==> config.mk <==
export PLATFORM = sky130hd
export DESIGN_NAME = icfe_top
export DESIGN_NICKNAME = d
export VERILOG_FILES = /design/src/logic/icfe_pkg.sv /design/src/logic/icfe_flag_reg.sv /design/src/logic/icfe_prio_enc.sv /design/src/logic/icfe_top.sv
export SDC_FILE = /design/constraint.sdc
export NUM_CORES = 1
export LEC_CHECK = 0
export ABC_AREA = 1
export BUFFER_PORTS_ARGS = -buffer_cell sky130_fd_sc_hd__buf_2
export CORE_MARGIN = 4
export CORE_UTILIZATION = 51
export CTS_BUF_LIST = sky130_fd_sc_hd__clkbuf_4
export DETAILED_ROUTE_END_ITERATION = 8
export PLACE_DENSITY = 0.76
export SYNTH_ARGS = -nofsm -noshare
export SYNTH_HDL_FRONTEND = slang
export SYNTH_SLANG_ARGS = --single-unit
==> constraint.sdc <==
create_clock -name clk_i -period 1.4 [get_ports clk_i]
set_input_delay 0.21 -clock clk_i [delete_from_list [all_inputs] [get_ports clk_i]]
set_output_delay 0.21 -clock clk_i [all_outputs]
set_load 0.02 [all_outputs]
==> src/logic/icfe_pkg.sv <==
/*
 * Constants, types and register map of the interrupt flag and enable bank.
 * Assumes a 25 MHz system clock, an APB master with 32-bit data, and a CPU
 * core that takes one vector at a time and acknowledges it with a pulse.
 */
// Summary of operation
// RULE1 - First primary register: bit 2 enables pin 1, bit 1 enables pin 0, bit 0 is the global enable.
// RULE2 - Second primary register: flags adc 7, group1 6, group0 5, comparator1 4, enables at 3 to 0.
// RULE3 - Third primary register: flags group3 7, timebase1 6, timebase0 5, group2 4, enables at 3 to 0.
// RULE4 - Fourth primary register: flags group5 7, group4 6, pin 3 at 5, pin 2 at 4, enables at 3 to 0. No group sets bit 7 here; only software writes it.
// RULE5 - First shared register: std timer0 A 7, P 6, periodic timer0 A 5, P 4, enables at 3 to 0.
// RULE6 - Second shared register: same layout for std timer1 and periodic timer1.
// RULE7 - Third shared register: periodic timer2 A flag 5, P flag 4, A enable 1, P enable 0 only.
// RULE8 - Unimplemented bit positions read as zero and ignore writes.
// RULE9 - Fourth shared register: sync serial 7, second serial 6, eeprom write 5, low voltage 4, enables 3 to 0.
// RULE10 - Fifth shared register: std timer2 A 7, P 6, periodic timer3 A 5, P 4, enables 3 to 0.
// RULE11 - A flag reads 1 while a request is pending and software may read and write it.
// RULE12 - An enable of 1 lets its source interrupt, 0 blocks it; all bits reset to 0.
// RULE13 - With the global enable clear no interrupt is taken at all.
// RULE14 - A flag is still set on its event while its enable is 0, but no vector results.
// RULE15 - Taking an interrupt clears the global enable while flags keep being recorded.
// RULE16 - A group flag is set while any sub-request of its shared register is flagged and enabled.
package icfe_pkg;

    // ----------------------------------------------------------------
    // Register map (byte addresses)
    // ----------------------------------------------------------------
    // Four primary registers first, then the five shared registers
    localparam int NUM_REGS = 9;
    localparam logic [11:0] REG_OFFSET [NUM_REGS] = '{
        12'h000, 12'h004, 12'h008, 12'h00c, 12'h010, 12'h014, 12'h018, 12'h01c, 12'h020};
    localparam logic [11:0] STATUS_OFFSET = 12'h024;
    localparam logic [11:0] MASK_OFFSET = 12'h028;
    localparam logic [7:0] REG_IMPL [NUM_REGS] = '{
        8'h7f, 8'hff, 8'hff, 8'hff, 8'hff, 8'hff, 8'h33, 8'hff, 8'hff}; // see RULE7 RULE8
    localparam logic [7:0] REG_RESET = 8'h00;

    // ----------------------------------------------------------------
    // Field positions
    // ----------------------------------------------------------------
    localparam int GLOBAL_EN_BIT = 0;
    localparam int FLAG_LSB = 4;
    // Shared register n sits at index SHARED_BASE + n, clear of the primary ones
    localparam int SHARED_BASE = 4;
    localparam int NUM_GROUPS = 5;
    localparam int NUM_PRIMARY = 15;
    localparam int VEC_W = 4;
    localparam int STAT_TAKEN_BIT = 0;
    localparam int STAT_BLOCKED_BIT = 1;
    localparam int STAT_W = 2;
    localparam logic [STAT_W-1:0] STAT_RESET = 2'h0;

    typedef struct packed {
        logic [7:0] bits;
    } icfe_flag_s;

endpackage

==> src/logic/icfe_flag_reg.sv <==
/*
 * One 8-bit flag and enable register: software writes, hardware sets and
 * clears. Assumes set and clear strobes are synchronous single-cycle terms.
 */
`timescale 1ns/1ps
module icfe_flag_reg import icfe_pkg::*; #(
    parameter logic [7:0] IMPL_MASK = 8'hff
) (
    // Clock and reset
    input wire logic clk_i,
    input wire logic reset_n_i,
    // Access
    input wire logic wr_i,
    input wire logic [7:0] wdata_i,
    input wire logic [7:0] set_i,
    input wire logic [7:0] clr_i,
    output logic [7:0] value_o
);

    icfe_flag_s st;
    icfe_flag_s next_st;

    // ----------------------------------------------------------------
    // Update: set beats both software write and hardware clear
    // ----------------------------------------------------------------
    always_comb begin
        next_st = st;
        if (wr_i) begin
            next_st.bits = wdata_i; // see RULE11
        end
        next_st.bits = ((next_st.bits & ~clr_i) | set_i) & IMPL_MASK; // see RULE8
    end

    always_ff @(posedge clk_i or negedge reset_n_i) begin
        if (!reset_n_i) begin
            st.bits <= REG_RESET; // see RULE12
        end else begin
            st <= next_st;
        end
    end

    assign value_o = st.bits;

endmodule

==> src/logic/icfe_prio_enc.sv <==
/*
 * Fixed-priority encoder: the lowest requesting index wins.
 * Assumes requests are already gated by their enables.
 */
`timescale 1ns/1ps
module icfe_prio_enc #(
    parameter int N = 15,
    parameter int W = 4
) (
    // Requests
    input wire logic [N-1:0] req_i,
    // Winner
    output logic valid_o,
    output logic [W-1:0] index_o
);

    always_comb begin
        valid_o = |req_i;
        index_o = '0;
        for (int i = N - 1; i >= 0; i--) begin
            if (req_i[i]) begin
                index_o = W'(i);
            end
        end
    end

endmodule

==> src/logic/icfe_top.sv <==
/*
 * Interrupt flag and enable register bank with APB access, multi-function
 * grouping, priority vector selection and a summary interrupt line.
 * Assumes all event inputs are one-cycle pulses synchronous to clk_i and
 * that the CPU pulses irq_ack_i once when it takes the vector on vector_o.
 */
`timescale 1ns/1ps
module icfe_top import icfe_pkg::*; #(
    parameter int ADDR_W = 12
) (
    // Clock and reset
    input wire logic clk_i,
    input wire logic reset_n_i,
    // APB slave
    input wire logic psel_i,
    input wire logic penable_i,
    input wire logic pwrite_i,
    input wire logic [ADDR_W-1:0] paddr_i,
    input wire logic [31:0] pwdata_i,
    input wire logic [3:0] pstrb_i,
    output logic pready_o,
    output logic [31:0] prdata_o,
    output logic pslverr_o,
    // Direct interrupt sources
    input wire logic [3:0] ext_pin_evt_i,
    input wire logic [1:0] comparator_evt_i,
    input wire logic adc_done_evt_i,
    input wire logic [1:0] timebase_evt_i,
    // Shared sources, four per shared register
    input wire logic [4*NUM_GROUPS-1:0] shared_evt_i,
    // CPU side
    input wire logic irq_ack_i,
    output logic irq_req_o,
    output logic [VEC_W-1:0] vector_o,
    // Summary interrupt
    output logic irq_o
);

    // ----------------------------------------------------------------
    // State
    // ----------------------------------------------------------------
    typedef struct packed {
        logic pready;
        logic [31:0] prdata;
        logic pslverr;
        logic irq_req;
        logic [VEC_W-1:0] vector;
        logic [STAT_W-1:0] status;
        logic [STAT_W-1:0] mask;
        logic irq;
    } icfe_state_s;

    icfe_state_s st;
    icfe_state_s next_st;

    logic [7:0] reg_val [NUM_REGS];
    logic [7:0] reg_set [NUM_REGS];
    logic [7:0] reg_clr [NUM_REGS];
    logic [3:0] reg_en [NUM_REGS];
    logic [NUM_REGS-1:0] reg_wr;
    logic [NUM_GROUPS-1:0] group_any;
    logic [NUM_PRIMARY-1:0] prim_flag;
    logic [NUM_PRIMARY-1:0] prim_en;
    logic [NUM_PRIMARY-1:0] prim_clr;
    logic global_en;
    logic win_valid;
    logic [VEC_W-1:0] win_index;
    logic access;
    logic take;
    logic blocked_evt;
    logic rd_status;

    // ----------------------------------------------------------------
    // Register bank
    // ----------------------------------------------------------------
    generate
        for (genvar k = 0; k < NUM_REGS; k++) begin : g_reg
            icfe_flag_reg #(
                .IMPL_MASK(REG_IMPL[k])
            ) u_reg (
                .clk_i(clk_i),
                .reset_n_i(reset_n_i),
                .wr_i(reg_wr[k]),
                .wdata_i(pwdata_i[7:0]),
                .set_i(reg_set[k]),
                .clr_i(reg_clr[k]),
                .value_o(reg_val[k])
            );
        end
    endgenerate

    // ----------------------------------------------------------------
    // Group requests and primary view
    // ----------------------------------------------------------------
    always_comb begin
        for (int n = 0; n < NUM_GROUPS; n++) begin
            // A group stays raised while one of its sub-requests is live
            group_any[n] = |(reg_val[SHARED_BASE+n][7:4] & reg_val[SHARED_BASE+n][3:0]); // see RULE16
        end
    end

    // Pin enables share the first register with the global enable
    assign global_en = reg_val[0][GLOBAL_EN_BIT]; // see RULE1
    assign prim_flag = {reg_val[3][7:4], reg_val[2][7:4], reg_val[1][7:4], reg_val[0][6:4]}; // see RULE2
    assign prim_en = {reg_val[3][3:0], reg_val[2][3:0], reg_val[1][3:0], reg_val[0][3:1]}; // see RULE3

    icfe_prio_enc #(
        .N(NUM_PRIMARY),
        .W(VEC_W)
    ) u_prio (
        .req_i(prim_flag & prim_en), // see RULE12
        .valid_o(win_valid),
        .index_o(win_index)
    );

    // ----------------------------------------------------------------
    // Set and clear terms
    // ----------------------------------------------------------------
    // A take is only honoured while the global enable still stands
    assign take = irq_ack_i & st.irq_req & global_en; // see RULE13
    assign prim_clr = take ? NUM_PRIMARY'(15'h0001 << st.vector) : '0;

    always_comb begin
        for (int k = 0; k < NUM_REGS; k++) begin
            reg_set[k] = 8'h00;
            reg_clr[k] = 8'h00;
        end
        reg_set[0] = {1'b0, comparator_evt_i[0], ext_pin_evt_i[1], ext_pin_evt_i[0], 4'h0};
        reg_set[1] = {adc_done_evt_i, group_any[1], group_any[0], comparator_evt_i[1], 4'h0}; // see RULE2
        reg_set[2] = {group_any[3], timebase_evt_i[1], timebase_evt_i[0], group_any[2], 4'h0}; // see RULE3
        // Group 5 has no shared register in this bank; software alone drives it
        reg_set[3] = {1'b0, group_any[4], ext_pin_evt_i[3], ext_pin_evt_i[2], 4'h0}; // see RULE4
        for (int n = 0; n < NUM_GROUPS; n++) begin
            // Timer, serial, eeprom and low-voltage sources land in bits 7 to 4
            reg_set[SHARED_BASE+n] = {shared_evt_i[4*n +: 4], 4'h0}; // see RULE5 RULE6 RULE7 RULE9 RULE10
        end
        // Taking clears the served flag and the global enable
        reg_clr[0] = {1'b0, prim_clr[2:0], 3'b000, take}; // see RULE15
        reg_clr[1] = {prim_clr[6:3], 4'h0};
        reg_clr[2] = {prim_clr[10:7], 4'h0};
        reg_clr[3] = {prim_clr[14:11], 4'h0};
    end

    // ----------------------------------------------------------------
    // Events on disabled sources
    // ----------------------------------------------------------------
    always_comb begin
        blocked_evt = 1'b0;
        for (int k = 0; k < NUM_REGS; k++) begin
            reg_en[k] = (k == 0) ? {1'b1, reg_val[0][3:1]} : reg_val[k][3:0];
            // Flag is still recorded, the event only lands in status
            blocked_evt = blocked_evt | (|(reg_set[k][7:4] & ~reg_en[k][3:0] & REG_IMPL[k][7:4])); // see RULE14
        end
    end

    // ----------------------------------------------------------------
    // APB decode
    // ----------------------------------------------------------------
    // Zero wait state: pready is raised at the setup edge
    assign access = psel_i & penable_i & st.pready;
    assign rd_status = access & ~pwrite_i & (paddr_i == ADDR_W'(STATUS_OFFSET));

    always_comb begin
        for (int k = 0; k < NUM_REGS; k++) begin
            // Byte lane 0 carries the whole register; other lanes are ignored
            reg_wr[k] = access & pwrite_i & pstrb_i[0] & (paddr_i == ADDR_W'(REG_OFFSET[k])); // see RULE11
        end
    end

    // ----------------------------------------------------------------
    // Next state
    // ----------------------------------------------------------------
    always_comb begin
        logic hit;
        hit = 1'b0;
        next_st = st;
        next_st.pready = psel_i & ~penable_i;
        if (psel_i & ~penable_i) begin
            next_st.prdata = 32'h0000_0000;
            for (int k = 0; k < NUM_REGS; k++) begin
                if (paddr_i == ADDR_W'(REG_OFFSET[k])) begin
                    hit = 1'b1;
                    next_st.prdata = {24'h00_0000, reg_val[k]}; // see RULE8
                end
            end
            if (paddr_i == ADDR_W'(STATUS_OFFSET)) begin
                hit = 1'b1;
                next_st.prdata = {30'h0000_0000, st.status};
            end
            if (paddr_i == ADDR_W'(MASK_OFFSET)) begin
                hit = 1'b1;
                next_st.prdata = {30'h0000_0000, st.mask};
            end
            next_st.pslverr = ~hit;
        end else if (!next_st.pready) begin
            next_st.pslverr = 1'b0;
        end
        if (access & pwrite_i & pstrb_i[0] & (paddr_i == ADDR_W'(MASK_OFFSET))) begin
            next_st.mask = pwdata_i[STAT_W-1:0];
        end
        // Only the bits already returned are cleared, so a new event survives
        if (rd_status) begin
            next_st.status = st.status & ~st.prdata[STAT_W-1:0];
        end
        next_st.status[STAT_TAKEN_BIT] = next_st.status[STAT_TAKEN_BIT] | take;
        next_st.status[STAT_BLOCKED_BIT] = next_st.status[STAT_BLOCKED_BIT] | blocked_evt;
        next_st.irq = |(next_st.status & next_st.mask);
        // Request drops the cycle after a take through ~take, as the global enable only falls at the same edge
        next_st.irq_req = global_en & win_valid & ~take; // see RULE13
        next_st.vector = win_index;
    end

    always_ff @(posedge clk_i or negedge reset_n_i) begin
        if (!reset_n_i) begin
            st.pready <= 1'b0;
            st.prdata <= 32'h0000_0000;
            st.pslverr <= 1'b0;
            st.irq_req <= 1'b0;
            st.vector <= '0;
            st.status <= STAT_RESET;
            st.mask <= STAT_RESET;
            st.irq <= 1'b0;
        end else begin
            st <= next_st;
        end
    end

    // ----------------------------------------------------------------
    // Outputs
    // ----------------------------------------------------------------
    assign pready_o = st.pready;
    assign prdata_o = st.prdata;
    assign pslverr_o = st.pslverr;
    assign irq_req_o = st.irq_req;
    assign vector_o = st.vector;
    assign irq_o = st.irq;

endmodule

==> reports/metrics.cfg, run 1 <==
[worst_setup_path]
path_buf_inv = 1
path_common_cell = nand2_1
cp_slowest_cell = dfrtp_1
path_delay_family = simple AND/OR/NAND/NOR gates
cp.required_ns = 1.77
cp_cell_sequence = o22ai_1 -> a21oi_2 -> o21ai_0 -> nor2_1 -> nand3_2 -> nor3_2 -> buf_4 -> nand2_2 -> nand2_1 -> nand2_1
arrival_ns = 2.06
cp_max_fo = 4
path_class = flop to flop
start_kind = flop
max_stage_delay_ns = 0.45
cp-end-kind = flop

[cells_and_area]
final_cell_mix = nand2_1, buf_4, inv_1, dfrtp_1, buf_2
fillers = 788
nets = 1018
final_cells = 1075
regArea_sq_mm = 0.00218
mostFrequentLayoutCell = nand2_1
diodes = 0
drive_above_1_share = 0.387
area_growth_pct = 42.8
multi_input_area_sq_mm = 0.00298

[route]
drc = 0
first_iter_violations = 536
routed_wl_mm = 19.3
vias = 5901
ant_nets = 0
via_per_inst = 5.49
wire_per_inst_microns = 18.0
first_pass_iters = 5

[timing]
period_needed_ns = 1.69
finalCritPeriodShare = 1.21
finalHoldViolCount = 0
tightestPinTransition_ns = 0.533
fmax_mhz = 593
drv_slew = 0
maxSlewHeadroom = 0.644
rsz0062_at_grt = yes
postLayoutSetupSlackWorst_ns = -0.287
setup_viol = 11
tns_ns = -0.677
skew_ns = 0.0129

[global_routing]
antenna_found_initial = 0
grt_pass1_vias = 5537
grt-ovfl-total = 0
grt_max_degree = 88
track_usage = 0.322
grt_pass1_wl_mm = 29.3

[floorplanning]
die_w_microns = 110
die_y_microns = 110
rows = 37
die_area_sq_mm = 0.0121
initial_core_util = 0.520
core_area_sq_mm = 0.0102
ios = 123

[clock_tree]
clk_latency_ns = 0.47
cts_root_buf = clkbuf_4
cts_max_level = 3
cts_tree = done
clk_pin_slew_ns = 0.13
clock_sinks = 87
cts_buffers = 9
cts_buffer_depth = 2

[pwr]
leakagePower_nw = 4.02
ir_drop_mv = 0.635
power_density_mw_per_mm2 = 590

[yosys]
netlist_area_sq_mm = 0.00532
synthDistinctLibCells = 47
synth_cells = 712
seq_area_frac_synth = 0.409
ys_seq_elements = 87
synth_flop_cell = dfrtp_1
synth_edf_count = 0
syn_avg_cell_area_sq_um = 7.48
yosys_warnings = 0
synthArstFlopShare = 1.00

[run_status]
status = finished, violations left
violations = negative setup slack

[placed_design]
port_buffers = 69
place_worst_setup_slack_ns = -0.496
hpwl_mm = 14.3
gp_congestion = 1.01
place_inst = 1034

[worst_hold_path]
holdCritPathClass = input port to flop

[run]
max-cap-violations = 0

## sequential cells by signal, indices dropped and copies added (netlist names)
| register | cells |
|---|---|
| g.u_reg.value_o | 67 |
| irq_o | 1 |
| irq_req_o | 1 |
| prdata_o | 8 |
| pready_o | 1 |
| pslverr_o | 1 |
| st | 4 |
| vector_o | 4 |
## metal layers
metal | track usage | wire length [microns] | vias to the layer above | share of wire
met1 | 0.440 | 7720 | 2767 | 0.40
met4 | 0.145 | 741 | 0 | 0.038
li1 | - | - | 2732 | -
met3 | 0.0705 | 2090 | 52 | 0.11
met5 | 0 | 0 | - | 0
met2 | 0.491 | 8750 | 350 | 0.45
## timing repair
item	in CTS	in global routing
setup buffers	9	8
pin swaps	20	30
gates resized for setup	42	74
hold buffers	8	0
hold endpoints to repair	93	0
gates cloned	2	1
endpoints found under the setup margin	37	55
## worst min-delay path, delay by kind of cell
kind	cells	cell delay (ns)
AND/OR/NAND/NOR	1	0.06
AO/OA/AOI/OAI	1	0.11
buffers and inverters	1	0.10
## worst paths after layout
kind | cells past startpoint | slack (ns) | from | end
worst max-delay path | 10 | -0.29 | g_reg[7].u_reg.value_o[0]$_DFFE_PN0P_ | irq_o$_DFF_PN0_
worst min-delay path | 3 | 0.04 | pwdata_i[6] | g_reg[1].u_reg.value_o[6]$_DFF_PN0_
worst max register to register | 10 | -0.29 | g_reg[7].u_reg.value_o[0]$_DFFE_PN0P_ | irq_o$_DFF_PN0_
worst min register to register | 2 | 0.49 | prdata_o[3]$_DFFE_PN0P_ | prdata_o[3]$_DFFE_PN0P_
max in group asynchronous | 3 | 0.73 | reset_n_i | pready_o$_DFF_PN0_
min in group asynchronous | 3 | 0.31 | reset_n_i | g_reg[3].u_reg.value_o[3]$_DFFE_PN0P_
## cells by family (layout without fill, tap and decap cells)
group / Yosys count / count (layout) / synth area share
and+or+nand+nor: 348 / 350 / 0.305
AOI/OAI and AO/OA: 129 / 129 / 0.149
DFF: 87 / 87 / 0.409
other: 1 / 24 / 0.000705
buffers and inverters: 147 / 349 / 0.136
## cell usage after synthesis, types with 6 or more instances
cell / n / area [sq um]
o211ai_1: 13 / 97.6
dfrtp_1: 87 / 2180
nand3_1: 43 / 215
nor3_1: 9 / 45.0
buf_2: 9 / 45.0
nor2_2: 6 / 37.5
nand2_1: 207 / 777
nor2_1: 39 / 146
inv_2: 10 / 37.5
nand2_2: 8 / 50.1
inv_1: 86 / 323
o21ai_1: 28 / 140
nand4_1: 7 / 43.8
buf_4: 38 / 285
o21ai_0: 42 / 210
o22ai_1: 17 / 106
## stage by stage
step	utilization	power (mW)	hold WS, ns	cell area, sq um
after global routing	0.743	4.69	0.0195	7600
after global placement	0.666	3.10	0.282	6810
after detailed placement	0.666	3.11	0.288	6810
final	0.743	4.49	0.0352	7600
after floorplan	-	2.84	-0.0856	5520
after CTS	0.709	4.50	0.0116	7250
## power breakdown
part | switching, mW | total [mW] | leakage (nW) | internal, mW
clock network | 0.866 | 1.38 | 0.0704 | 0.514
registers | 0.00559 | 2.53 | 1.03 | 2.52
logic | 0.376 | 0.582 | 2.93 | 0.206
## area by class of cell
type | instances | area share
inverters | 98 | 0.0528
clock buffers | 9 | 0.00889
multi-input cells | 503 | 0.392
flip-flops and latches | 87 | 0.287
repair buffers | 236 | 0.230
well taps | 136 | 0.0224
clock inverters | 6 | 0.00691
Power figures use the tool's default switching activity.
==> run 2: changes to the inputs <==
CORE_UTILIZATION = 30   (was 51)
CTS_BUF_LIST = default   (was sky130_fd_sc_hd__clkbuf_4)
PLACE_DENSITY = 0.48   (was 0.76)
==> run 2 against run 1 <==
Against the previous run: critical endpoint unchanged; fmax is 4.2% higher; routed wire length is 11% higher; sequential power hardly changed; hold slack better by 0.033 ns; core utilization is 26 points lower; clock skew is 0.0042 ns lower; the flow still finishes with violations (negative setup slack); via count is 3.2% lower; sequential share of layout area is 2.8 points lower; combinational power is 13% higher; total power is 26% higher; global-route usage is 11 points lower; first-iteration DRC count is 1.1% higher.
==> reports/metrics.cfg, run 2 (synthesized netlist as in run 1, its figures left out) <==
[placed_design]
hpwl_mm = 16.2  ; +13%
gp_congestion = 0.945  ; -6.3%
place_area_sq_mm = 0.00705  ; +3.5%
place_worst_setup_slack_ns = -0.501  ; -0.00566 ns
port_buffers = 69  ; unchanged

[pwr]
p_total_mw = 5.64  ; +26%
seq_power_share = 0.448  ; -0.115
switchingPower_mw = 1.49  ; +20%
swShare = 0.265  ; -0.0133
ir_drop_mv = 0.553  ; -13%
leakagePower_nw = 4.34  ; +8.0%
pwr-share-clk = 0.436  ; +0.128
power_density_mw_per_mm2 = 671  ; +14%
intPower_mw = 4.15  ; +28%
p_comb_frac = 0.117  ; -0.013

[clock_tree]
clock_sinks = 87  ; unchanged
cts_buffers = 9  ; unchanged
clk_pin_slew_ns = 0.07  ; -0.06 ns
cts_root_buf = clkbuf_16
cts_max_level = 3  ; unchanged
cts_tree = done
clk_latency_ns = 0.36  ; -0.11 ns
cts_buffer_depth = 2  ; unchanged

[worst_setup_path]
reg2reg_depth = 8  ; -2
cp.required_ns = 1.65  ; -0.12 ns
path_class = flop to flop
start_kind = flop
r2r_end = irq_o$_DFF_PN0_
arrival_ns = 1.87  ; -0.19 ns
cp_cell_sequence = buf_4 -> o22ai_4 -> nor4_2 -> nand3_4 -> nor3_4 -> nand2_1 -> nand2_1 -> nand2_1
max_stage_delay_ns = 0.43  ; -0.02 ns
cp_slowest_cell = nor4_2
cp-end-kind = flop
path_common_cell = nand2_1
cp_max_fo = 4  ; unchanged
rr_startpoint = g_reg[5].u_reg.value_o[2]$_DFFE_PN0P_
r2r_setup_slack_ns = -0.22  ; +0.07 ns

[timing]
drv_slew = 0  ; unchanged
period_needed_ns = 1.62  ; -0.0688 ns
holdWs_ns = 0.0679  ; +0.0326 ns
postLayoutSetupSlackWorst_ns = -0.219  ; +0.0688 ns
finalHoldViolCount = 0  ; unchanged
setup_viol = 9  ; -2
fmax_mhz = 618  ; +4.2%
skew_ns = 0.00874  ; -0.00419 ns
finalCritPeriodShare = 1.16  ; -0.0491
maxSlewHeadroom = 0.612  ; -0.0320
tightestPinTransition_ns = 0.581  ; +0.0486 ns
rsz0062_at_grt = yes

[global_routing]
antenna_found_initial = 0  ; unchanged
track_usage = 0.209  ; -0.113
grt_max_degree = 27  ; -69%
grt_pass1_wl_mm = 31.6  ; +7.9%
grt_pass1_vias = 5480  ; -1.0%
grt-ovfl-total = 0  ; unchanged

[route]
wire_per_inst_microns = 17.9  ; -0.31%
first_iter_violations = 542  ; +1.1%
first_pass_iters = 8  ; +3
routed_wl_mm = 21.3  ; +11%
via_per_inst = 4.79  ; -13%
vias = 5710  ; -3.2%
ant_nets = 0  ; unchanged
drc = 0  ; unchanged

[run_status]
violations = negative setup slack
status = finished, violations left

[cells_and_area]
largest_reg_flops = 67  ; unchanged
design_area_sq_mm = 0.00841  ; +11%
mostFrequentLayoutCell = nand2_1
fillers = 1697  ; +120%
diodes = 0  ; unchanged
fin_util = 0.485  ; -0.258
area_growth_pct = 58.0
final_cell_mix = nand2_1, buf_4, dfrtp_1, inv_1, buf_2
nets = 1045  ; +2.7%
drive_above_1_share = 0.446  ; +0.0591

[worst_hold_path]
hold_start = comparator_evt_i[0]
min_to = g_reg[0].u_reg.value_o[6]$_DFF_PN0_
holdCritPathClass = input port to flop
min_path_cells = 3  ; unchanged

[floorplanning]
die_area_sq_mm = 0.0199  ; +64%
initial_core_util = 0.307  ; -0.214
ios = 123  ; unchanged
rows = 48  ; +30%
die_y_microns = 141  ; +28%
die_w_microns = 141  ; +28%
core_area_sq_mm = 0.0174  ; +70%

[run]
max-cap-violations = 0  ; unchanged

==> run 2: layout make-up <==
class	instances	area, sq um	share of cell area
timing repair buffer	262	2070	0.246
inverter	98	404	0.0481
multi-input combinational	504	3190	0.379
sequential	87	2180	0.259
clock buffer	10	229	0.0272
clock inverter	6	61.3	0.00729
tap	225	282	0.0335
==> run 2: worst max path at each step <==
stage          slack, ns                             startpoint  depth (start not counted)                             endpoint
2_1_floorplan      -0.03                            paddr_i[11]                          9  g_reg[1].u_reg.value_o[5]$_DFF_PN0_
3_3_place_gp       -0.51                             paddr_i[1]                         14              prdata_o[4]$_DFFE_PN0P_
3_5_place_dp       -0.50                             paddr_i[1]                         14              prdata_o[4]$_DFFE_PN0P_
4_1_cts            -0.16  g_reg[4].u_reg.value_o[0]$_DFFE_PN0P_                          8                      irq_o$_DFF_PN0_
5_1_grt            -0.32  g_reg[5].u_reg.value_o[2]$_DFFE_PN0P_                          8                      irq_o$_DFF_PN0_
6_report           -0.22  g_reg[5].u_reg.value_o[2]$_DFFE_PN0P_                          8                      irq_o$_DFF_PN0_
==> run 2: timing repair <==
action | 4_1_cts | 5_1_grt
endpoints found under the setup margin | 44 | 59
gates cloned | 2 | 2
setup buffers | 17 | 22
resized for setup | 48 | 146
pin swaps | 22 | 65
hold endpoints to repair | 16 | 0
hold buffers | 1 | 0
==> run 2: critical path: cells and delay by family (launching register included) <==
family | cells | cell delay, ns
AOI/OAI and AO/OA | 1 | 0.09
DFF | 1 | 0.39
and+or+nand+nor | 6 | 0.88
buffers and inverters | 1 | 0.14
==> run 2: stage by stage <==
step	instances	TNS, ns
2_1_floorplan	735	-0.0490
3_3_place_gp	1137	-18.49
3_5_place_dp	1137	-18.95
4_1_cts	1172	-0.244
5_1_grt	1192	-2.17
6_report	1192	-0.478
==> run 2: per-layer routing <==
layer	vias to the layer above	wire length (microns)	share of wire	GRT usage
met5	-	0	0	0
met4	0	701	0.033	0.0852
met3	37	1250	0.059	0.0271
met2	195	9720	0.46	0.321
met1	2700	9660	0.45	0.298
li1	2778	-	-	-
==> run 2: power by group through the flow <==
stage / Clock [mW] / Combinational, mW / Sequential [mW]
finish: 2.46 / 0.657 / 2.52
global route: 2.62 / 0.708 / 2.52
CTS: 2.47 / 0.606 / 2.52
detailed placement: 0 / 0.576 / 2.57
global placement: 0 / 0.577 / 2.57
floorplan: 0 / 0.266 / 2.58
